[config.mk]
export PLATFORM = sky130hd
export DESIGN_NAME = ecl_loader
export DESIGN_NICKNAME = d
export VERILOG_FILES = /design/src/rtl/ecl_pkg.sv /design/src/rtl/ecl_serial_reader.sv /design/src/rtl/ecl_port_image.sv /design/src/rtl/ecl_loader.sv
export SDC_FILE = /design/constraint.sdc
export NUM_CORES = 1
export LEC_CHECK = 0
export BUFFER_PORTS_ARGS = -buffer_cell sky130_fd_sc_hd__buf_2
export CORE_AREA = 2 2 546 548
export DETAILED_ROUTE_END_ITERATION = 7
export DIE_AREA = 0 0 548 550
export GPL_TIMING_DRIVEN = 0
export PLACE_DENSITY = 0.3
export RECOVER_POWER = 25
export SLEW_MARGIN = 10
export SYNTH_ARGS = -nofsm -noshare
export SYNTH_HDL_FRONTEND = slang
export SYNTH_SLANG_ARGS = --single-unit
[constraint.sdc]
create_clock -name sys_clk_i -period 4.1 [get_ports sys_clk_i]
set_input_delay 0.205 -clock sys_clk_i [delete_from_list [all_inputs] [get_ports sys_clk_i]]
set_output_delay 0.205 -clock sys_clk_i [all_outputs]
set_load 0.05 [all_outputs]
[src/rtl/ecl_pkg.sv]
// Constants shared by the port configuration loader and its helpers.
// Assumes a 10 MHz system clock and a serial memory of 16-bit words.
package ecl_pkg;
  // Structure
  localparam int NPORT = 4;
  localparam int NWORD = 10;
  localparam int DW    = 16;
  localparam int RW    = 32;
  localparam int MAW   = 6;
  localparam int WIW   = 4;
  // Memory byte addresses of the first loaded word and the word stride
  localparam logic [7:0] FIRST_ADDR = 8'h0C;
  localparam logic [7:0] ADDR_STEP  = 8'h02;
  // Word slots in load order
  localparam logic [WIW-1:0] W_CAP = 4'h0;
  localparam logic [WIW-1:0] W_MGN = 4'h1;
  localparam logic [WIW-1:0] W_NOM = 4'h2;
  localparam logic [WIW-1:0] W_EMP = 4'h3;
  localparam logic [WIW-1:0] W_PHY = 4'h4;
  localparam logic [WIW-1:0] W_C4L = 4'h5;
  localparam logic [WIW-1:0] W_C4H = 4'h6;
  localparam logic [WIW-1:0] W_C5L = 4'h7;
  localparam logic [WIW-1:0] W_C5H = 4'h8;
  localparam logic [WIW-1:0] W_DLT = 4'h9;
  // Word defaults, used until the memory has been read
  localparam logic [DW-1:0] DEF_CAP = 16'h001D;
  localparam logic [DW-1:0] DEF_MGN = 16'h916B;
  localparam logic [DW-1:0] DEF_NOM = 16'h0A73;
  localparam logic [DW-1:0] DEF_EMP = 16'hF6B5;
  localparam logic [DW-1:0] DEF_PHY = 16'hC0A7;
  localparam logic [DW-1:0] DEF_C4L = 16'h0000;
  localparam logic [DW-1:0] DEF_C4H = 16'h0000;
  localparam logic [DW-1:0] DEF_C5L = 16'h3333;
  localparam logic [DW-1:0] DEF_C5H = 16'h7B08;
  localparam logic [DW-1:0] DEF_DLT = 16'h0000;
  // Serial read: opcode, command length, sampled bits, half clock
  localparam logic [2:0] RD_OP    = 3'h6;
  localparam int         CMD_LEN  = 9;
  localparam int         RD_BITS  = 17;
  localparam int         SCK_HALF = 4;
  localparam int         BOOT_CYC = 3;
  // Destination bit positions
  localparam int CC_LBN   = 21;
  localparam int CC_SDN   = 19;
  localparam int C8_ORDF  = 6;
  localparam int C8_SOF   = 0;
  localparam int C8_PMDS  = 1;
  localparam int C8_4KB   = 3;
  localparam int C8_R2M   = 31;
  localparam int C8_P6LO  = 16;
  localparam int C8_P6MID = 17;
  localparam int C8_P6HI  = 21;
  localparam int E4_LTR   = 12;
  localparam int E4_OBFF  = 18;
  localparam int HI_FLD   = 16;
  localparam int C90_HSD  = 15;
  localparam int C90_LED  = 20;
  localparam int C98_RCB  = 16;
endpackage

[src/rtl/ecl_serial_reader.sv]
// Reads one 16-bit word from a three-wire serial memory.
// Assumes mem_do_i is already synchronised and tick_i is a 1-cycle pulse.
`timescale 1ns/1ns
`default_nettype none
module ecl_serial_reader (
  // Clock and reset
  input  wire logic                 sys_clk_i,
  input  wire logic                 resetn_i,
  // Control
  input  wire logic                 tick_i,
  input  wire logic                 start_i,
  input  wire logic [ecl_pkg::MAW-1:0] addr_i,
  output logic                      done_o,
  output logic [ecl_pkg::DW-1:0]    data_o,
  // Memory pins
  input  wire logic                 mem_do_i,
  output logic                      mem_cs_o,
  output logic                      mem_sck_o,
  output logic                      mem_di_o
);
  localparam logic [4:0] LAST =
    5'(ecl_pkg::CMD_LEN + ecl_pkg::RD_BITS);
  localparam logic [4:0] CMDL = 5'(ecl_pkg::CMD_LEN);

  logic [ecl_pkg::CMD_LEN-1:0] cmd_reg;
  logic [4:0]                  rise_reg;

  assign mem_di_o = cmd_reg[ecl_pkg::CMD_LEN-1];

  always_ff @(posedge sys_clk_i or negedge resetn_i) begin
    if (!resetn_i) begin
      mem_cs_o  <= 1'b0;
      mem_sck_o <= 1'b0;
      cmd_reg   <= '0;
      rise_reg  <= 5'h00;
      data_o    <= 16'h0000;
      done_o    <= 1'b0;
    end else begin
      done_o <= 1'b0;
      if (start_i && !mem_cs_o) begin
        mem_cs_o  <= 1'b1;
        mem_sck_o <= 1'b0;
        cmd_reg   <= {ecl_pkg::RD_OP, addr_i};
        rise_reg  <= 5'h00;
      end else if (tick_i && mem_cs_o) begin
        if (!mem_sck_o) begin
          mem_sck_o <= 1'b1;
          rise_reg  <= rise_reg + 5'h01;
          // The first sampled bit is the dummy zero; it shifts out
          if (rise_reg >= CMDL) begin
            data_o <= {data_o[ecl_pkg::DW-2:0], mem_do_i};
          end
        end else begin
          mem_sck_o <= 1'b0;
          cmd_reg   <= {cmd_reg[ecl_pkg::CMD_LEN-2:0], 1'b0};
          if (rise_reg == LAST) begin
            mem_cs_o <= 1'b0;
            done_o   <= 1'b1;
          end
        end
      end
    end
  end
endmodule // ecl_serial_reader
`default_nettype wire

[src/rtl/ecl_port_image.sv]
// One port's copy of the loaded configuration register fields.
// Assumes apply_i is a one-cycle pulse with stable field images.
`timescale 1ns/1ns
`default_nettype none
module ecl_port_image #(
  parameter bit HAS_LBN = 1'b1
) (
  // Clock and reset
  input  wire logic                 sys_clk_i,
  input  wire logic                 resetn_i,
  // Shared field images
  input  wire logic                 apply_i,
  input  wire logic [ecl_pkg::RW-1:0] img_cc_i,
  input  wire logic [ecl_pkg::RW-1:0] img_8c_i,
  input  wire logic [ecl_pkg::RW-1:0] img_e4_i,
  input  wire logic [ecl_pkg::RW-1:0] img_94_i,
  input  wire logic [ecl_pkg::RW-1:0] img_74_i,
  input  wire logic [ecl_pkg::RW-1:0] img_78_i,
  input  wire logic [ecl_pkg::RW-1:0] img_7c_i,
  input  wire logic [ecl_pkg::RW-1:0] img_90_i,
  input  wire logic [ecl_pkg::RW-1:0] img_84_i,
  input  wire logic [ecl_pkg::RW-1:0] img_88_i,
  input  wire logic [ecl_pkg::RW-1:0] img_98_i,
  // This port's registers
  output logic [ecl_pkg::RW-1:0]    cfg_cc_o,
  output logic [ecl_pkg::RW-1:0]    cfg_8c_o,
  output logic [ecl_pkg::RW-1:0]    cfg_e4_o,
  output logic [ecl_pkg::RW-1:0]    cfg_94_o,
  output logic [ecl_pkg::RW-1:0]    cfg_74_o,
  output logic [ecl_pkg::RW-1:0]    cfg_78_o,
  output logic [ecl_pkg::RW-1:0]    cfg_7c_o,
  output logic [ecl_pkg::RW-1:0]    cfg_90_o,
  output logic [ecl_pkg::RW-1:0]    cfg_84_o,
  output logic [ecl_pkg::RW-1:0]    cfg_88_o,
  output logic [ecl_pkg::RW-1:0]    cfg_98_o
);
  logic [ecl_pkg::RW-1:0] cc_next;

  // Port 0 has no bandwidth notification bit, so it stays clear
  always_comb begin
    cc_next = img_cc_i;
    cc_next[ecl_pkg::CC_LBN] = HAS_LBN & img_cc_i[ecl_pkg::CC_LBN];
  end

  always_ff @(posedge sys_clk_i or negedge resetn_i) begin
    if (!resetn_i) begin
      cfg_cc_o <= '0;
      cfg_8c_o <= '0;
      cfg_e4_o <= '0;
      cfg_94_o <= '0;
      cfg_74_o <= '0;
      cfg_78_o <= '0;
      cfg_7c_o <= '0;
      cfg_90_o <= '0;
      cfg_84_o <= '0;
      cfg_88_o <= '0;
      cfg_98_o <= '0;
    end else if (apply_i) begin
      cfg_cc_o <= cc_next;
      cfg_8c_o <= img_8c_i;
      cfg_e4_o <= img_e4_i;
      cfg_94_o <= img_94_i;
      cfg_74_o <= img_74_i;
      cfg_78_o <= img_78_i;
      cfg_7c_o <= img_7c_i;
      cfg_90_o <= img_90_i;
      cfg_84_o <= img_84_i;
      cfg_88_o <= img_88_i;
      cfg_98_o <= img_98_i;
    end
  end
endmodule // ecl_port_image
`default_nettype wire

[src/rtl/ecl_loader.sv]
// Port configuration loader: reads words 0Ch..1Eh from the serial
// memory and copies their fields into every port's registers, less the bandwidth bit on port 0.
// Assumes a three-wire serial memory and a 10 MHz sys_clk_i.
`timescale 1ns/1ns
`default_nettype none
module ecl_loader (
  // Clock and reset
  input  wire logic          sys_clk_i,
  input  wire logic          resetn_i,
  // Strap: high to read the memory, low to keep defaults
  input  wire logic          load_en_i,
  // Serial memory
  input  wire logic          mem_do_i,
  output logic               mem_cs_o,
  output logic               mem_sck_o,
  output logic               mem_di_o,
  // Status
  output logic               load_busy_o,
  output logic               load_done_o,
  // Port registers, port p in bits [32p+31:32p]
  output logic [127:0]       cfg_cc_o,
  output logic [127:0]       cfg_8c_o,
  output logic [127:0]       cfg_e4_o,
  output logic [127:0]       cfg_94_o,
  output logic [127:0]       cfg_74_o,
  output logic [127:0]       cfg_78_o,
  output logic [127:0]       cfg_7c_o,
  output logic [127:0]       cfg_90_o,
  output logic [127:0]       cfg_84_o,
  output logic [127:0]       cfg_88_o,
  output logic [127:0]       cfg_98_o
);
  typedef enum logic [2:0] {
    ST_BOOT,
    ST_ISSUE,
    ST_WAIT,
    ST_APPLY,
    ST_DONE
  } ecl_state_t;

  localparam int WIW_L = ecl_pkg::WIW;
  localparam int RW_L  = ecl_pkg::RW;
  localparam int DW_L  = ecl_pkg::DW;
  localparam logic [WIW_L-1:0] LAST_W = 4'(ecl_pkg::NWORD - 1);
  localparam logic [2:0] SCK_LAST = 3'(ecl_pkg::SCK_HALF - 1);
  localparam logic [1:0] BOOT_LAST = 2'(ecl_pkg::BOOT_CYC - 1);

  ecl_state_t                 state_reg;
  logic [WIW_L-1:0]           widx_reg;
  logic [1:0]                 boot_reg;
  logic [2:0]                 div_reg;
  logic                       tick;
  logic                       rd_start;
  logic                       rd_done;
  logic [ecl_pkg::DW-1:0]     rd_data;
  logic [7:0]                 byte_addr;
  logic                       apply;
  logic                       do_meta_reg;
  logic                       do_sync_reg;
  logic                       en_meta_reg;
  logic                       en_sync_reg;
  logic [ecl_pkg::DW-1:0]     word_reg [ecl_pkg::NWORD];

  // Pin synchronisers; only the second stage is read
  always_ff @(posedge sys_clk_i or negedge resetn_i) begin
    if (!resetn_i) begin
      do_meta_reg <= 1'b0;
      do_sync_reg <= 1'b0;
      en_meta_reg <= 1'b0;
      en_sync_reg <= 1'b0;
    end else begin
      do_meta_reg <= mem_do_i;
      do_sync_reg <= do_meta_reg;
      en_meta_reg <= load_en_i;
      en_sync_reg <= en_meta_reg;
    end
  end

  // Serial clock rate enable
  always_ff @(posedge sys_clk_i or negedge resetn_i) begin
    if (!resetn_i) begin
      div_reg <= 3'h0;
    end else if (div_reg == SCK_LAST) begin
      div_reg <= 3'h0;
    end else begin
      div_reg <= div_reg + 3'h1;
    end
  end

  assign tick = (div_reg == SCK_LAST);

  // Memory word address is the byte address halved
  assign byte_addr = 8'(ecl_pkg::FIRST_ADDR
                        + ecl_pkg::ADDR_STEP * widx_reg);

  // Load sequence
  always_ff @(posedge sys_clk_i or negedge resetn_i) begin
    if (!resetn_i) begin
      state_reg <= ST_BOOT;
      boot_reg  <= 2'h0;
      widx_reg  <= '0;
    end else begin
      case (state_reg)
        ST_BOOT: begin
          // Wait for the strap to pass its synchroniser
          if (boot_reg == BOOT_LAST) begin
            state_reg <= en_sync_reg ? ST_ISSUE : ST_APPLY;
          end else begin
            boot_reg <= boot_reg + 2'h1;
          end
        end
        ST_ISSUE: begin
          state_reg <= ST_WAIT;
        end
        ST_WAIT: begin
          if (rd_done) begin
            if (widx_reg == LAST_W) begin
              state_reg <= ST_APPLY;
            end else begin
              widx_reg  <= widx_reg + 4'h1;
              state_reg <= ST_ISSUE;
            end
          end
        end
        ST_APPLY: begin
          state_reg <= ST_DONE;
        end
        ST_DONE: begin
          state_reg <= ST_DONE;
        end
        default: begin
          state_reg <= ST_BOOT;
        end
      endcase
    end
  end

  assign rd_start = (state_reg == ST_ISSUE);
  assign apply    = (state_reg == ST_APPLY);

  // Ports are held off until the images are in place
  always_ff @(posedge sys_clk_i or negedge resetn_i) begin
    if (!resetn_i) begin
      load_done_o <= 1'b0;
      load_busy_o <= 1'b1;
    end else if (apply) begin
      load_done_o <= 1'b1;
      load_busy_o <= 1'b0;
    end
  end

  // Word store, preset to the defaults so an unread word still loads
  always_ff @(posedge sys_clk_i or negedge resetn_i) begin
    if (!resetn_i) begin
      word_reg[ecl_pkg::W_CAP] <= ecl_pkg::DEF_CAP;
      word_reg[ecl_pkg::W_MGN] <= ecl_pkg::DEF_MGN;
      word_reg[ecl_pkg::W_NOM] <= ecl_pkg::DEF_NOM;
      word_reg[ecl_pkg::W_EMP] <= ecl_pkg::DEF_EMP;
      word_reg[ecl_pkg::W_PHY] <= ecl_pkg::DEF_PHY;
      word_reg[ecl_pkg::W_C4L] <= ecl_pkg::DEF_C4L;
      word_reg[ecl_pkg::W_C4H] <= ecl_pkg::DEF_C4H;
      word_reg[ecl_pkg::W_C5L] <= ecl_pkg::DEF_C5L;
      word_reg[ecl_pkg::W_C5H] <= ecl_pkg::DEF_C5H;
      word_reg[ecl_pkg::W_DLT] <= ecl_pkg::DEF_DLT;
    end else if (rd_done && state_reg == ST_WAIT) begin
      word_reg[widx_reg] <= rd_data;
    end
  end

  ecl_serial_reader u_reader (
    .sys_clk_i (sys_clk_i),
    .resetn_i  (resetn_i),
    .tick_i    (tick),
    .start_i   (rd_start),
    .addr_i    (byte_addr[ecl_pkg::MAW:1]),
    .done_o    (rd_done),
    .data_o    (rd_data),
    .mem_do_i  (do_sync_reg),
    .mem_cs_o  (mem_cs_o),
    .mem_sck_o (mem_sck_o),
    .mem_di_o  (mem_di_o)
  );

  // Named fields of the loaded words
  logic [ecl_pkg::DW-1:0] cap_w;
  logic [4:0] margin_drive_level_low_emph;
  logic [4:0] margin_drive_level_high_emph;
  logic [4:0] margin_drive_level_half_swing;
  logic [4:0] nominal_drive_level_low_emph;
  logic [4:0] nominal_drive_level_high_emph;
  logic [4:0] nominal_drive_level_half_swing;
  logic [4:0] post_emphasis_rate1_nominal;
  logic [4:0] post_emphasis_rate2_low_nominal;
  logic [4:0] post_emphasis_rate2_high_nominal;
  logic [3:0] transmit_phy_latency;
  logic [2:0] receiver_detect_time_us;
  logic [4:0] half_swing_post_emphasis_delta;
  logic [1:0] low_emph_drive_level_delta;
  logic       rate2_signalling_mode;
  logic       obff_enable;
  logic [RW_L-1:0] phy_interface_control4;
  logic [DW_L-1:0] phy_interface_control5_lo;
  logic [7:0] phy_interface_control5_hi;
  logic [7:0] phy_interface_control6;
  logic [4:0] ref_clock_buffer_control;

  assign cap_w = word_reg[ecl_pkg::W_CAP];
  assign margin_drive_level_low_emph =
    word_reg[ecl_pkg::W_MGN][4:0];
  assign margin_drive_level_high_emph =
    word_reg[ecl_pkg::W_MGN][9:5];
  assign margin_drive_level_half_swing =
    word_reg[ecl_pkg::W_MGN][14:10];
  assign obff_enable = word_reg[ecl_pkg::W_MGN][15];
  assign nominal_drive_level_low_emph =
    word_reg[ecl_pkg::W_NOM][4:0];
  assign nominal_drive_level_high_emph =
    word_reg[ecl_pkg::W_NOM][9:5];
  assign nominal_drive_level_half_swing =
    word_reg[ecl_pkg::W_NOM][14:10];
  assign rate2_signalling_mode = word_reg[ecl_pkg::W_NOM][15];
  assign post_emphasis_rate1_nominal =
    word_reg[ecl_pkg::W_EMP][4:0];
  assign post_emphasis_rate2_low_nominal =
    word_reg[ecl_pkg::W_EMP][9:5];
  assign post_emphasis_rate2_high_nominal =
    word_reg[ecl_pkg::W_EMP][14:10];
  assign transmit_phy_latency = word_reg[ecl_pkg::W_PHY][3:0];
  assign receiver_detect_time_us = word_reg[ecl_pkg::W_PHY][6:4];
  assign half_swing_post_emphasis_delta =
    word_reg[ecl_pkg::W_PHY][11:7];
  assign phy_interface_control4 =
    {word_reg[ecl_pkg::W_C4H], word_reg[ecl_pkg::W_C4L]};
  assign phy_interface_control5_lo = word_reg[ecl_pkg::W_C5L];
  assign phy_interface_control5_hi = word_reg[ecl_pkg::W_C5H][7:0];
  // Sixth control field is gathered from three words
  assign phy_interface_control6 = {
    word_reg[ecl_pkg::W_C5H][10:8],
    word_reg[ecl_pkg::W_PHY][15:12],
    word_reg[ecl_pkg::W_EMP][15]
  };
  assign ref_clock_buffer_control = word_reg[ecl_pkg::W_C5H][15:11];
  assign low_emph_drive_level_delta = word_reg[ecl_pkg::W_DLT][1:0];

  // Register images shared by every port; bits not loaded stay zero
  logic [RW_L-1:0] img_cc;
  logic [RW_L-1:0] img_8c;
  logic [RW_L-1:0] img_e4;
  logic [RW_L-1:0] img_94;
  logic [RW_L-1:0] img_74;
  logic [RW_L-1:0] img_78;
  logic [RW_L-1:0] img_7c;
  logic [RW_L-1:0] img_90;
  logic [RW_L-1:0] img_84;
  logic [RW_L-1:0] img_88;
  logic [RW_L-1:0] img_98;

  always_comb begin
    img_cc = '0;
    img_cc[ecl_pkg::CC_LBN] = cap_w[9];
    img_cc[ecl_pkg::CC_SDN] = cap_w[12];
    img_8c = '0;
    img_8c[ecl_pkg::C8_ORDF] = cap_w[10];
    img_8c[ecl_pkg::C8_SOF]  = cap_w[11];
    img_8c[ecl_pkg::C8_PMDS] = cap_w[13];
    img_8c[ecl_pkg::C8_4KB]  = cap_w[15];
    img_8c[ecl_pkg::C8_R2M]  = rate2_signalling_mode;
    img_8c[ecl_pkg::C8_P6LO] = phy_interface_control6[0];
    img_8c[ecl_pkg::C8_P6MID +: 4] =
      phy_interface_control6[4:1];
    img_8c[ecl_pkg::C8_P6HI +: 3] =
      phy_interface_control6[7:5];
    img_e4 = '0;
    img_e4[ecl_pkg::E4_LTR]  = cap_w[14];
    img_e4[ecl_pkg::E4_OBFF] = obff_enable;
    img_94 = {17'h00000,
              margin_drive_level_half_swing,
              margin_drive_level_high_emph,
              margin_drive_level_low_emph};
    img_74 = '0;
    img_74[ecl_pkg::HI_FLD +: 15] = {
      nominal_drive_level_half_swing,
      nominal_drive_level_high_emph,
      nominal_drive_level_low_emph};
    img_78 = '0;
    img_78[ecl_pkg::HI_FLD +: 15] = {
      post_emphasis_rate2_high_nominal,
      post_emphasis_rate2_low_nominal,
      post_emphasis_rate1_nominal};
    img_7c = {25'h0000000,
              receiver_detect_time_us,
              transmit_phy_latency};
    img_90 = '0;
    img_90[ecl_pkg::C90_HSD +: 5] =
      half_swing_post_emphasis_delta;
    img_90[ecl_pkg::C90_LED +: 2] =
      low_emph_drive_level_delta;
    img_84 = phy_interface_control4;
    img_88 = '0;
    img_88[DW_L-1:0] = phy_interface_control5_lo;
    img_88[ecl_pkg::HI_FLD +: 8] =
      phy_interface_control5_hi;
    img_98 = '0;
    img_98[ecl_pkg::C98_RCB +: 5] =
      ref_clock_buffer_control;
  end

  // One register copy per port; only port 0 lacks the bandwidth bit
  for (genvar p = 0; p < ecl_pkg::NPORT; p++) begin : g_port
    ecl_port_image #(
      .HAS_LBN (p != 0)
    ) u_img (
      .sys_clk_i (sys_clk_i),
      .resetn_i  (resetn_i),
      .apply_i   (apply),
      .img_cc_i  (img_cc),
      .img_8c_i  (img_8c),
      .img_e4_i  (img_e4),
      .img_94_i  (img_94),
      .img_74_i  (img_74),
      .img_78_i  (img_78),
      .img_7c_i  (img_7c),
      .img_90_i  (img_90),
      .img_84_i  (img_84),
      .img_88_i  (img_88),
      .img_98_i  (img_98),
      .cfg_cc_o  (cfg_cc_o[RW_L*p +: RW_L]),
      .cfg_8c_o  (cfg_8c_o[RW_L*p +: RW_L]),
      .cfg_e4_o  (cfg_e4_o[RW_L*p +: RW_L]),
      .cfg_94_o  (cfg_94_o[RW_L*p +: RW_L]),
      .cfg_74_o  (cfg_74_o[RW_L*p +: RW_L]),
      .cfg_78_o  (cfg_78_o[RW_L*p +: RW_L]),
      .cfg_7c_o  (cfg_7c_o[RW_L*p +: RW_L]),
      .cfg_90_o  (cfg_90_o[RW_L*p +: RW_L]),
      .cfg_84_o  (cfg_84_o[RW_L*p +: RW_L]),
      .cfg_88_o  (cfg_88_o[RW_L*p +: RW_L]),
      .cfg_98_o  (cfg_98_o[RW_L*p +: RW_L])
    );
  end
endmodule // ecl_loader
`default_nettype wire

### After elaboration in Yosys (flattened, before gate mapping)

Cells that the tools add are included.

* flip-flop bits (word level): 349
* input bits: 4
* output and inout bits: 1413
* word-level logic and storage cells: 105

* add/sub/neg operators: 5
* magnitude comparators: 3
* equal/unequal tests: 11
* mux-type cells: 26
* bitwise operators: 5
* reduce and logical (&&, ||, !) cells: 17

Operators by type and width (number)
* $bwmux W160: 1
* $demux W16 S4: 1
* $mux W9: 3
* $mux W16: 1
* $mux W5: 3
* $pmux W3 S4: 1
* $mux W1: 11
* $eq A3 B2 Y1 const B: 3
* $mux W3: 3
* $reduce_and A2 Y1: 4
* $add A4 B5 Y6 const A: 1
* $reduce_and A3 Y1: 2
* $reduce_bool A2 Y1: 3
* $add A5 B1 Y5 const B: 1
* $eq A5 B5 Y1 const B: 1
* $ge A5 B4 Y1 const B: 1
* $ge A5 B5 Y1 const B: 1
* $lt A5 B1 Y1 const B: 1
* $not A4 Y5: 1
* $add A4 B1 Y4 const B: 1
* $eq A4 B4 Y1 const B: 1
* $logic_and A1 B1 Y1: 4
* $mux W2: 2
* $ne A2 B2 Y1 const B: 2
* other kinds (11): 14

### Logic depth before layout (Yosys ltp)

Gate-level depths: netlist (run 1).

* depth in word-level cells: 6
* gate-level depth with buffers: 7

### Hierarchy

Synthesis (run 1) repeated with hierarchy kept, for this count alone.

* cells, all modules: 3449
* area, all modules: 61438.9 µm²

By module, submodules not included
* ecl_port_image at g_port[1].u_img ...: times used 3, cells each 743, area an instance 13201.4 µm², seq. area each 8808.4 µm²
* ecl_port_image at g_port[0].u_img: times used 1, cells each 743, area an instance 14278.7 µm², seq. area each 8783.4 µm²
* ecl_loader: times used 1, cells each 367, area an instance 6104.6 µm², seq. area each 3940.0 µm²
* ecl_serial_reader: times used 1, cells each 110, area an instance 1451.4 µm², seq. area each 825.8 µm²

### Worst setup path before layout (run 1)

No wires, ideal clock.

* path kind: register to register
* from: register u_reader.rise_reg[0]
* to: register u_reader.data_o[10] (netlist name)
* library setup time: 0.125 ns
* arrival: 1.739 ns
* setup slack: 2.236 ns
* cell stages (with the launch flop): 6
* path buffers: 1
* period minus slack after synthesis: 1.864 ns
* cell sequence: dfrtp_1 -> ha_1 -> o41a_1 -> o21ai_2 -> buf_4 -> mux2_2

* word-level cells in the longest chain between the ends: 2

Ends and longest elaborated chain
* from (decl): line ecl_serial_reader.sv:26 `logic [4:0] rise_reg;`
* from (signal assigned): line ecl_serial_reader.sv:48 `rise_reg <= rise_reg + 5'h01;`
* $ge A5 B4 Y1: line ecl_serial_reader.sv:50 `if (rise_reg >= CMDL) begin`
* $reduce_and A4 Y1 (no line)
* to (signal assigned): line ecl_serial_reader.sv:51 `data_o <= {data_o[ecl_pkg::DW-2:0], mem_do_i};`
* to (decl): line ecl_serial_reader.sv:14 `output logic [ecl_pkg::DW-1:0] data_o,`

No other way between the ends.
A chain may end at the register's enable or synchronous reset.

### Worst setup path in the final report (run 1)

* from: register state_reg[1]
* to: register g_port[0].u_img.cfg_84_o[24] (netlist name)

* word-level cells in the longest chain between the ends: 1

Ends and longest elaborated chain
* from (decl): line ecl_loader.sv:48 `ecl_state_t state_reg;`
* from (signal assigned): line ecl_loader.sv:107 `state_reg <= en_sync_reg ? ST_ISSUE : ST_APPLY;`
* $eq A3 B2 Y1: line ecl_loader.sv:139 `assign apply = (state_reg == ST_APPLY);`
* to (signal assigned): line ecl_port_image.sv:67 `cfg_84_o <= img_84_i;`
* to (decl): line ecl_port_image.sv:33 `output logic [ecl_pkg::RW-1:0] cfg_84_o,`

No other way between the ends.

==> flow_summary.ini, run 1 <==
[setup_path]
reg2reg_depth = 5
critPathLaunchType = flip-flop
path_cells = clkbuf_1 -> nand3b_1 -> clkbuf_1 -> buf_2 -> mux2_2
cp_slowest_cell = buf_2
endpoint_kind = flip-flop
regToRegSetupSlack_ns = 1.22
cp.required_ns = 4.63
cp_max_fo = 11
critPathArrivalTime_ns = 3.41
cp_num_buf_inv = 3
worstReg2RegStart = state_reg[1]
worst-setup-path-type = flip-flop to flip-flop
rr_endpoint = g_port[0].u_img.cfg_84_o[24]
crit_top_cell = clkbuf_1
crit_family = buffers and inverters
cpPeakStageDelay_ns = 0.78

[detailed_routing]
wl_per_cell_um = 12.0
num_vias = 15126
drt-initial-drc-count = 299
drtAntennaViolNets = 0
dr.pass1.iters = 4
drc = 0
via_per_inst = 2.01
drt-total-wl_um = 90300

[cts]
clock_sinks = 325
cts_tree = yes
cts_made_buffers = 49
cts_max_path_buffers = 3
clkTransAtPathRegs_ns = 0.06
clock_latency_ns = 0.65
root_buffer = clkbuf_16
h-tree-depth = 2

[power]
pwr_density_cell_nw_per_um2 = 319
leakage_nw = 20.1
peakVddDrop_mv = 0.277

[hold_path]
min_path_cells = 2
hp-class = input port to flip-flop
min_from = mem_do_i
min_to = do_meta_reg

[global_route]
grt_start_max_net_pins = 87
grt_pass1_wl_um = 117000
grt_pass1_vias = 13758
overflow = 0
grt_antenna_before_repair = 25
grt_usage_pct = 5.67

[timing]
setup_viol = 0
setup_ws_ns = 1.22
max-slew-margin-rel_pct = -66.6
rsz0062_at_grt = false
max_freq_ghz = 0.347
timing.hold.ws_ns = 0.288
period_needed_ns = 2.88
drv_slew = 85
hold_viol_final = 0
period_share_pct = 70.3
clock_skew_ns = 0.0224
max_slew.worst_pin.slew_ns = 2.50

[logic_synthesis]
synth_most_common_cell = buf_4
synth_edf_count = 0
yosysUniqueCellTypes = 49
synth_top_area_share_pct = 43.3
synth_flop_cell = dfrtp_1
yosys-top-cells-area = buf_4 (43%), dfrtp_1 (31%), mux2_2 (15%), dfstp_2 (5.8%), ha_1 (0.62%)
postSynthAreaPerCell_um2 = 10.8
synthCells = 2048
synth_warnings = 0
syn_area_um2 = 22100
synth.largest_area_cell = buf_4
ys_ff_latch = 325
synthArstFlopShare_pct = 100
synthTopCellsByCount = buf_4 (1276), mux2_2 (289), dfrtp_1 (276)
synth.yosys.seq_area_share_pct = 37.1

[floorplanning]
die_x_um = 548
dieHeight_um = 550
io_pins = 1417
start_util_pct = 7.48
core_area_um2 = 296000
die-area_um2 = 301000
rows = 200

[layout]
post-route-util_pct = 11.8
stdcell_count = 7518
final.fill_count = 34048
seq_area_um2 = 8190
drive_above_1_share_pct = 63.6
multi_input_area_um2 = 7290
fin_area_um2 = 34900
nets = 3539
syn_to_final_growth_pct = 57.8

[placement]
port_buffers = 555
place_inst = 7409
placed_area_um2 = 33300
pre_cts_ws_ns = 1.04
hpwl_um = 72000
place_congestion = 0.678

[run_status]
failed_checks = capacitance limit, slew limit
status = finished with violations

[flow_run]
max_cap_violations = 1
-- cells by family (layout without fill, tap and decap cells) --
kind of cell	Yosys count	count (layout)	share of synthesized area [%]
compound gates	23	23	0.775
xor+xnor	5	5	0.198
fa+ha+maj	11	11	0.622
buf+inv	1330	1986	44.6
flops	325	325	37.1
mux	296	296	15.1
other cells	1	876	0.0170
simple gates	57	57	1.67
-- routing by layer --
layer / track usage [%] / up-vias / wire length [µm]
met5: 0 / - / 21
met4: 1.70 / 4 / 1920
met3: 1.27 / 67 / 6310
met2: 10.8 / 872 / 48400
met1: 6.16 / 6766 / 33700
li1: - / 7417 / -
-- report_power, final --
| group | total [mW] | switching [mW] | internal, mW |
|---|---|---|---|
| logic | 3.39 | 2.55 | 0.840 |
| clock network | 4.39 | 1.78 | 2.61 |
| registers | 3.36 | 0.0757 | 3.28 |
-- per-stage QoR --
| stage | TNS (ns) | total power, mW |
|---|---|---|
| after floorplan | 0 | 6.23 |
| after global placement | -1497.60 | 6.82 |
| after detailed placement | 0 | 6.84 |
| after CTS | 0 | 11.5 |
| after global routing | 0 | 11.8 |
| final | 0 | 11.1 |
-- placed cells by master, fill, tap and decap left out, drive strengths merged, types with 2 or more instances in the layout --
cell type	Yosys	layout
buf	1310	1835
conb	1	861
mux2	293	293
dfrtp	276	276
clkbuf	12	118
dfstp	49	49
diode	0	15
nand2	14	14
inv	8	14
ha	11	11
nand3	11	11
nor2	10	10
clkinv	0	9
o21ai	7	7
and3	4	4
xnor2	4	4
a221o	4	4
bufinv	0	4
mux2i	3	3
a31oi	3	3
clkinvlp	0	3
dlygate4sd3	0	3
nand4b	2	2
and4	2	2
nand3b	2	2
a21o	2	2
nand2b	2	2
a22o	2	2
and4bb	2	2
-- area by class of cell --
cell class	count	area share (%)
Antenna cell	15	0.108
Buffer	1322	28.2
Clock buffer	69	3.96
Clock inverter	22	0.731
Inverter	8	0.0860
Multi-Input combinational cell	1253	20.9
Sequential cell	325	23.5
Tap cell	3939	14.1
Timing Repair Buffer	565	8.41
-- worst max path at each step --
stage	start	end	slack [ns]	cells after the start
6_report	state_reg[1]	g_port[0].u_img.cfg_84_o[24]	1.22	5
5_1_grt	resetn_i	img_84[6]	0.88	4
4_1_cts	state_reg[1]	g_port[0].u_img.cfg_84_o[24]	1.01	5
3_5_place_dp	state_reg[1]	g_port[0].u_img.cfg_84_o[29]	1.04	5
3_3_place_gp	resetn_i	img_84[26]	-5.11	1
2_1_floorplan	u_reader.rise_reg[0]	u_reader.data_o[10]	2.24	5
-- what timing repair did --
| item | in CTS | in global routing |
|---|---|---|
| hold endpoints to repair | 83 | 0 |
| gates resized for setup | 0 | 0 |
| hold buffers | 3 | 0 |
| buffers inserted | 0 | 0 |
-- worst register-to-register path: stages (launching register included) --
cell	delay (ns)
dfrtp_1	0.36
clkbuf_1	0.19
nand3b_1	0.49
clkbuf_1	0.50
buf_2	0.78
mux2_2	0.43
(Power assumes the default switching activity.)
==> run 2, diff against run 1 <==
- CORE_AREA: 2 2 546 548 -> 2 2 548 550
- DIE_AREA: 0 0 548 550 -> 0 0 550 552
- clock period: 4.1 -> 2.9 ns (I/O delays scaled with it)
==> run 2 against run 1 <==
Net effect:
- the run now ends clean
- die area rose by 0.73%
- critical path depth rose by 1
- via count rose by 0.26%
==> flow_summary.ini, run 2 (synthesis gave the netlist of run 1 again) <==
[run_status]
status = completed

[detailed_routing]
wl_per_cell_um = 12.4
drt-initial-drc-count = 307
num_vias = 15165
via_per_inst = 2.01
dr.pass1.iters = 4
drc = 0
drtAntennaViolNets = 0
drt-total-wl_um = 93200

[setup_path]
endpoint_kind = flip-flop
worst-setup-path-type = flip-flop to flip-flop
rr_endpoint = u_reader.data_o[13]
reg2reg_depth = 6
regToRegSetupSlack_ns = 0.38
cp.required_ns = 3.42
cp_slowest_cell = o21ai_2
path_cells = inv_1 -> ha_1 -> o41a_1 -> o21ai_2 -> buf_4 -> mux2_2
cp_max_fo = 11
critPathArrivalTime_ns = 3.04
cp.depth = 6
crit_family = compound AO/OA/AOI/OAI gates
worstReg2RegStart = u_reader.rise_reg[1]
cpPeakStageDelay_ns = 0.52
cp_num_buf_inv = 2
critPathLaunchType = flip-flop

[timing]
clock_skew_ns = 0.0353
max-slew-margin-rel_pct = 0.280
hold_viol_final = 0
drv_slew = 0
max_slew.worst_pin.slew_ns = 1.50
setup_viol = 0
max_freq_ghz = 0.396
period_share_pct = 87.0
rsz0062_at_grt = false
period_needed_ns = 2.52

[power]
leakage_nw = 20.2
peakVddDrop_mv = 0.390
pwr_density_cell_nw_per_um2 = 458

[floorplanning]
die_x_um = 550
dieHeight_um = 552
rows = 201
start_util_pct = 7.41
core_area_um2 = 298000
die-area_um2 = 304000
io_pins = 1417

[placement]
port_buffers = 555
place_congestion = 0.673
place_inst = 7430
hpwl_um = 74100
placed_area_um2 = 33400

[cts]
cts_setup_buffers = 0
root_buffer = clkbuf_16
cts_tree = yes
h-tree-depth = 2
cts_made_buffers = 49
clock_latency_ns = 0.67
clock_sinks = 325
clkTransAtPathRegs_ns = 0.06
cts_max_path_buffers = 3

[global_route]
grt_usage_pct = 5.84
overflow = 0
grt_start_max_net_pins = 94
grt_antenna_before_repair = 22
grt_pass1_vias = 14105
grt_pass1_wl_um = 120000

[layout]
layout_commonest_cell = buf_4
nets = 3542
fin_area_um2 = 35100
final.fill_count = 34342
drive_above_1_share_pct = 64.3
syn_to_final_growth_pct = 58.6
stdcell_count = 7536
layout_common_cells = buf_4 (1277), conb_1 (861), buf_2 (569)

[hold_path]
min_path_cells = 2
min_to = do_meta_reg
min_from = mem_do_i
hp-class = input port to flip-flop

[flow_run]
max_cap_violations = 0
## run 2: final cells by class
cell class,instances,area (µm²),area share (%)
flip-flops and latches,325,8190,23.4
clock inverters,22,330,0.942
repair buffers,568,3030,8.64
inverters,8,30.0,0.0856
clock buffers,70,1370,3.89
diodes,10,25.0,0.0713
multi-input cells,1253,7290,20.8
well taps,3958,4950,14.1
plain buffers,1322,9860,28.1
## run 2: report_power, final
| part | switching, mW | internal (mW) |
|---|---|---|
| sequential | 0.109 | 4.64 |
| combinational | 3.60 | 1.21 |
| clock | 2.60 | 3.91 |
## run 2: metrics by stage
stage               setup TNS [ns]  total power [mW]  utilization (%)  hold slack, ns  setup WS, ns
finish                           0              16.1             11.8           0.131         0.377
global route                     0              17.0             11.8          0.0594        0.0782
CTS                              0              16.6             11.8          0.0253        0.0895
detailed placement           -1.17              9.71             11.2         -0.0586        -0.122
global placement          -1840.09              9.65             11.1           0.255         -6.19
floorplan                        0              8.81                -          -0.151          1.04
## run 2: metal layers
metal	GRT usage, %	share of wire, %	wire length, µm
met2	11.1	53	49000
met3	1.21	7.1	6590
met5	0	0	0
met1	6.32	37	34900
met4	1.91	2.9	2740
## run 2: how the worst max path moves through the flow
| stage | start | endpoint | slack, ns |
|---|---|---|---|
| 6_report | u_reader.rise_reg[1] | u_reader.data_o[13] | 0.38 |
| 5_1_grt | state_reg[1] | g_port[0].u_img.cfg_94_o[8] | 0.08 |
| 4_1_cts | state_reg[1] | g_port[0].u_img.cfg_94_o[10] | 0.09 |
| 3_5_place_dp | state_reg[1] | g_port[0].u_img.cfg_88_o[16] | -0.12 |
| 3_3_place_gp | resetn_i | u_reader.data_o[13] | -6.19 |
| 2_1_floorplan | u_reader.rise_reg[0] | u_reader.data_o[10] | 1.04 |
## run 2: what timing repair did
| item | in CTS | in global routing |
|---|---|---|
| hold buffers | 4 | 0 |
| endpoints found under the hold margin | 106 | 0 |
| resized for setup | 1 | 0 |
| endpoints found under the setup margin | 10 | 0 |
==> run 3, diff against run 2 <==
==> constraint.sdc (replaced) <==
create_clock -name sys_clk_i -period 2.9 [get_ports sys_clk_i]
set_input_delay 0.58 -clock sys_clk_i [delete_from_list [all_inputs] [get_ports sys_clk_i]]
set_output_delay 0.58 -clock sys_clk_i [all_outputs]
set_load 0.05 [all_outputs]
==> run 3 against run 2 <==
Net effect:
- die area is the same
- critical path depth shrank 1
- via count grew 0.14%
- global-route usage is essentially flat
- worst setup slack gained 0.0057 ns
- flip-flop and latch count is the same
- clock power is essentially flat
- routed wire length is essentially flat
- first-iteration DRC count grew 2.6%
- sequential share of layout area is essentially flat
==> flow_summary.ini, run 3 (synthesis gave the netlist of run 1 again) <==
[floorplanning]
io_pins = 1417
die-area_um2 = 304000
dieHeight_um = 552
core_area_um2 = 298000
start_util_pct = 7.41
rows = 201
die_x_um = 550

[cts]
cts_max_path_buffers = 3
cts_made_buffers = 49
cts_setup_buffers = 0
cts_tree = yes
clkTransAtPathRegs_ns = 0.05
root_buffer = clkbuf_16
clock_latency_ns = 0.67
clock_sinks = 325
h-tree-depth = 2

[setup_path]
worst-setup-path-type = flip-flop to flip-flop
cp_num_buf_inv = 3
cp_max_fo = 10
endpoint_kind = flip-flop
path_cells = buf_2 -> nand3b_1 -> clkbuf_1 -> buf_2 -> mux2_2
crit_family = buffers and inverters
crit_top_cell = buf_2
critPathLaunchType = flip-flop
critPathArrivalTime_ns = 3.04
cpPeakStageDelay_ns = 0.57
cp.required_ns = 3.42
regToRegSetupSlack_ns = 0.38
worstReg2RegStart = state_reg[1]
rr_endpoint = g_port[0].u_img.cfg_94_o[10]
cp_slowest_cell = buf_2
reg2reg_depth = 5

[power]
p_int_mw = 9.76
switching_share_pct = 39.3
p_total_mw = 16.1
p_sw_mw = 6.31
pwr_density_cell_nw_per_um2 = 458
leakage_nw = 20.3
pwr-share-comb_pct = 30.0
seq_power_share_pct = 29.5
peakVddDrop_mv = 0.390
clkPwrFrac_pct = 40.5

[layout]
post-route-util_pct = 11.8
seq_area_um2 = 8190
nets = 3541
syn_to_final_growth_pct = 58.6
layout_commonest_cell = buf_4
drive_above_1_share_pct = 64.5
layout_common_cells = buf_4 (1277), conb_1 (861), buf_2 (576)
final.fill_count = 34337
stdcell_count = 7536
fin_area_um2 = 35100
multi_input_area_um2 = 7290

[timing]
period_needed_ns = 2.52
setup_ws_ns = 0.382
setup_viol = 0
clock_skew_ns = 0.0341
max_freq_ghz = 0.397
hold_viol_final = 0
period_share_pct = 86.8
rsz0062_at_grt = false
tns_ns = 0
drv_slew = 0
timing.hold.ws_ns = 0.346
max-slew-margin-rel_pct = 13.0
max_slew.worst_pin.slew_ns = 1.29

[detailed_routing]
dr.pass1.iters = 4
num_vias = 15186
drt-total-wl_um = 93200
drt-initial-drc-count = 315
via_per_inst = 2.02
drtAntennaViolNets = 0
wl_per_cell_um = 12.4
drc = 0

[hold_path]
min_path_cells = 0
hp-class = flip-flop to flip-flop
min_from = do_meta_reg
min_to = do_sync_reg

[global_route]
grt_antenna_before_repair = 22
grt_usage_pct = 5.84
grt_pass1_wl_um = 120000
overflow = 0
grt_pass1_vias = 14096
grt_start_max_net_pins = 94

[placement]
placed_area_um2 = 33400
pre_cts_ws_ns = -0.122
port_buffers = 555
hpwl_um = 74100
place_congestion = 0.673
place_inst = 7430

[flow_run]
max_cap_violations = 0

[run_status]
status = completed
-- run 3: layout make-up --
cell class	instances	share of cell area, %
repair buffers	567	8.68
clock buffers	70	3.89
diodes	11	0.0785
plain buffers	1322	28.1
well taps	3958	14.1
multi-input cells	1253	20.8
inverters	8	0.0856
flip-flops and latches	325	23.4
clock inverters	22	0.941
-- run 3: power by group through the flow --
stage               sequential [mW]  clock [mW]  combinational, mW
global placement               4.82           0               4.83
detailed placement             4.82           0               4.88
global route                   4.76        7.12               5.12
finish                         4.75        6.51               4.82
CTS                            4.75        6.99               4.89
floorplan                      4.86           0               3.95
-- run 3: what timing repair did --
| action | 4_1_cts | 5_1_grt |
|---|---|---|
| resized for setup | 1 | 0 |
| setup endpoints to repair | 10 | 0 |
| hold buffers | 3 | 0 |
| hold endpoints to repair | 86 | 0 |
-- run 3: how the worst max path moves through the flow --
stage	cells after the start	slack [ns]	endpoint	startpoint
final	5	0.38	g_port[0].u_img.cfg_94_o[10]	state_reg[1]
after CTS	5	0.09	g_port[0].u_img.cfg_94_o[10]	state_reg[1]
after floorplan	5	1.04	u_reader.data_o[10]	u_reader.rise_reg[0]
after detailed placement	5	-0.12	g_port[0].u_img.cfg_88_o[16]	state_reg[1]
after global placement	1	-6.62	u_reader.data_o[13]	resetn_i
after global routing	5	0.08	g_port[0].u_img.cfg_94_o[8]	state_reg[1]
-- run 3: per-layer routing --
metal | track usage (%) | part of all wire, % | vias up | routed length [µm]
li1 | - | - | 7433 | -
met1 | 6.32 | 38 | 6761 | 35000
met2 | 11.1 | 53 | 908 | 49000
met3 | 1.21 | 6.9 | 84 | 6430
met4 | 1.91 | 2.9 | 0 | 2740
met5 | 0 | 0 | - | 0
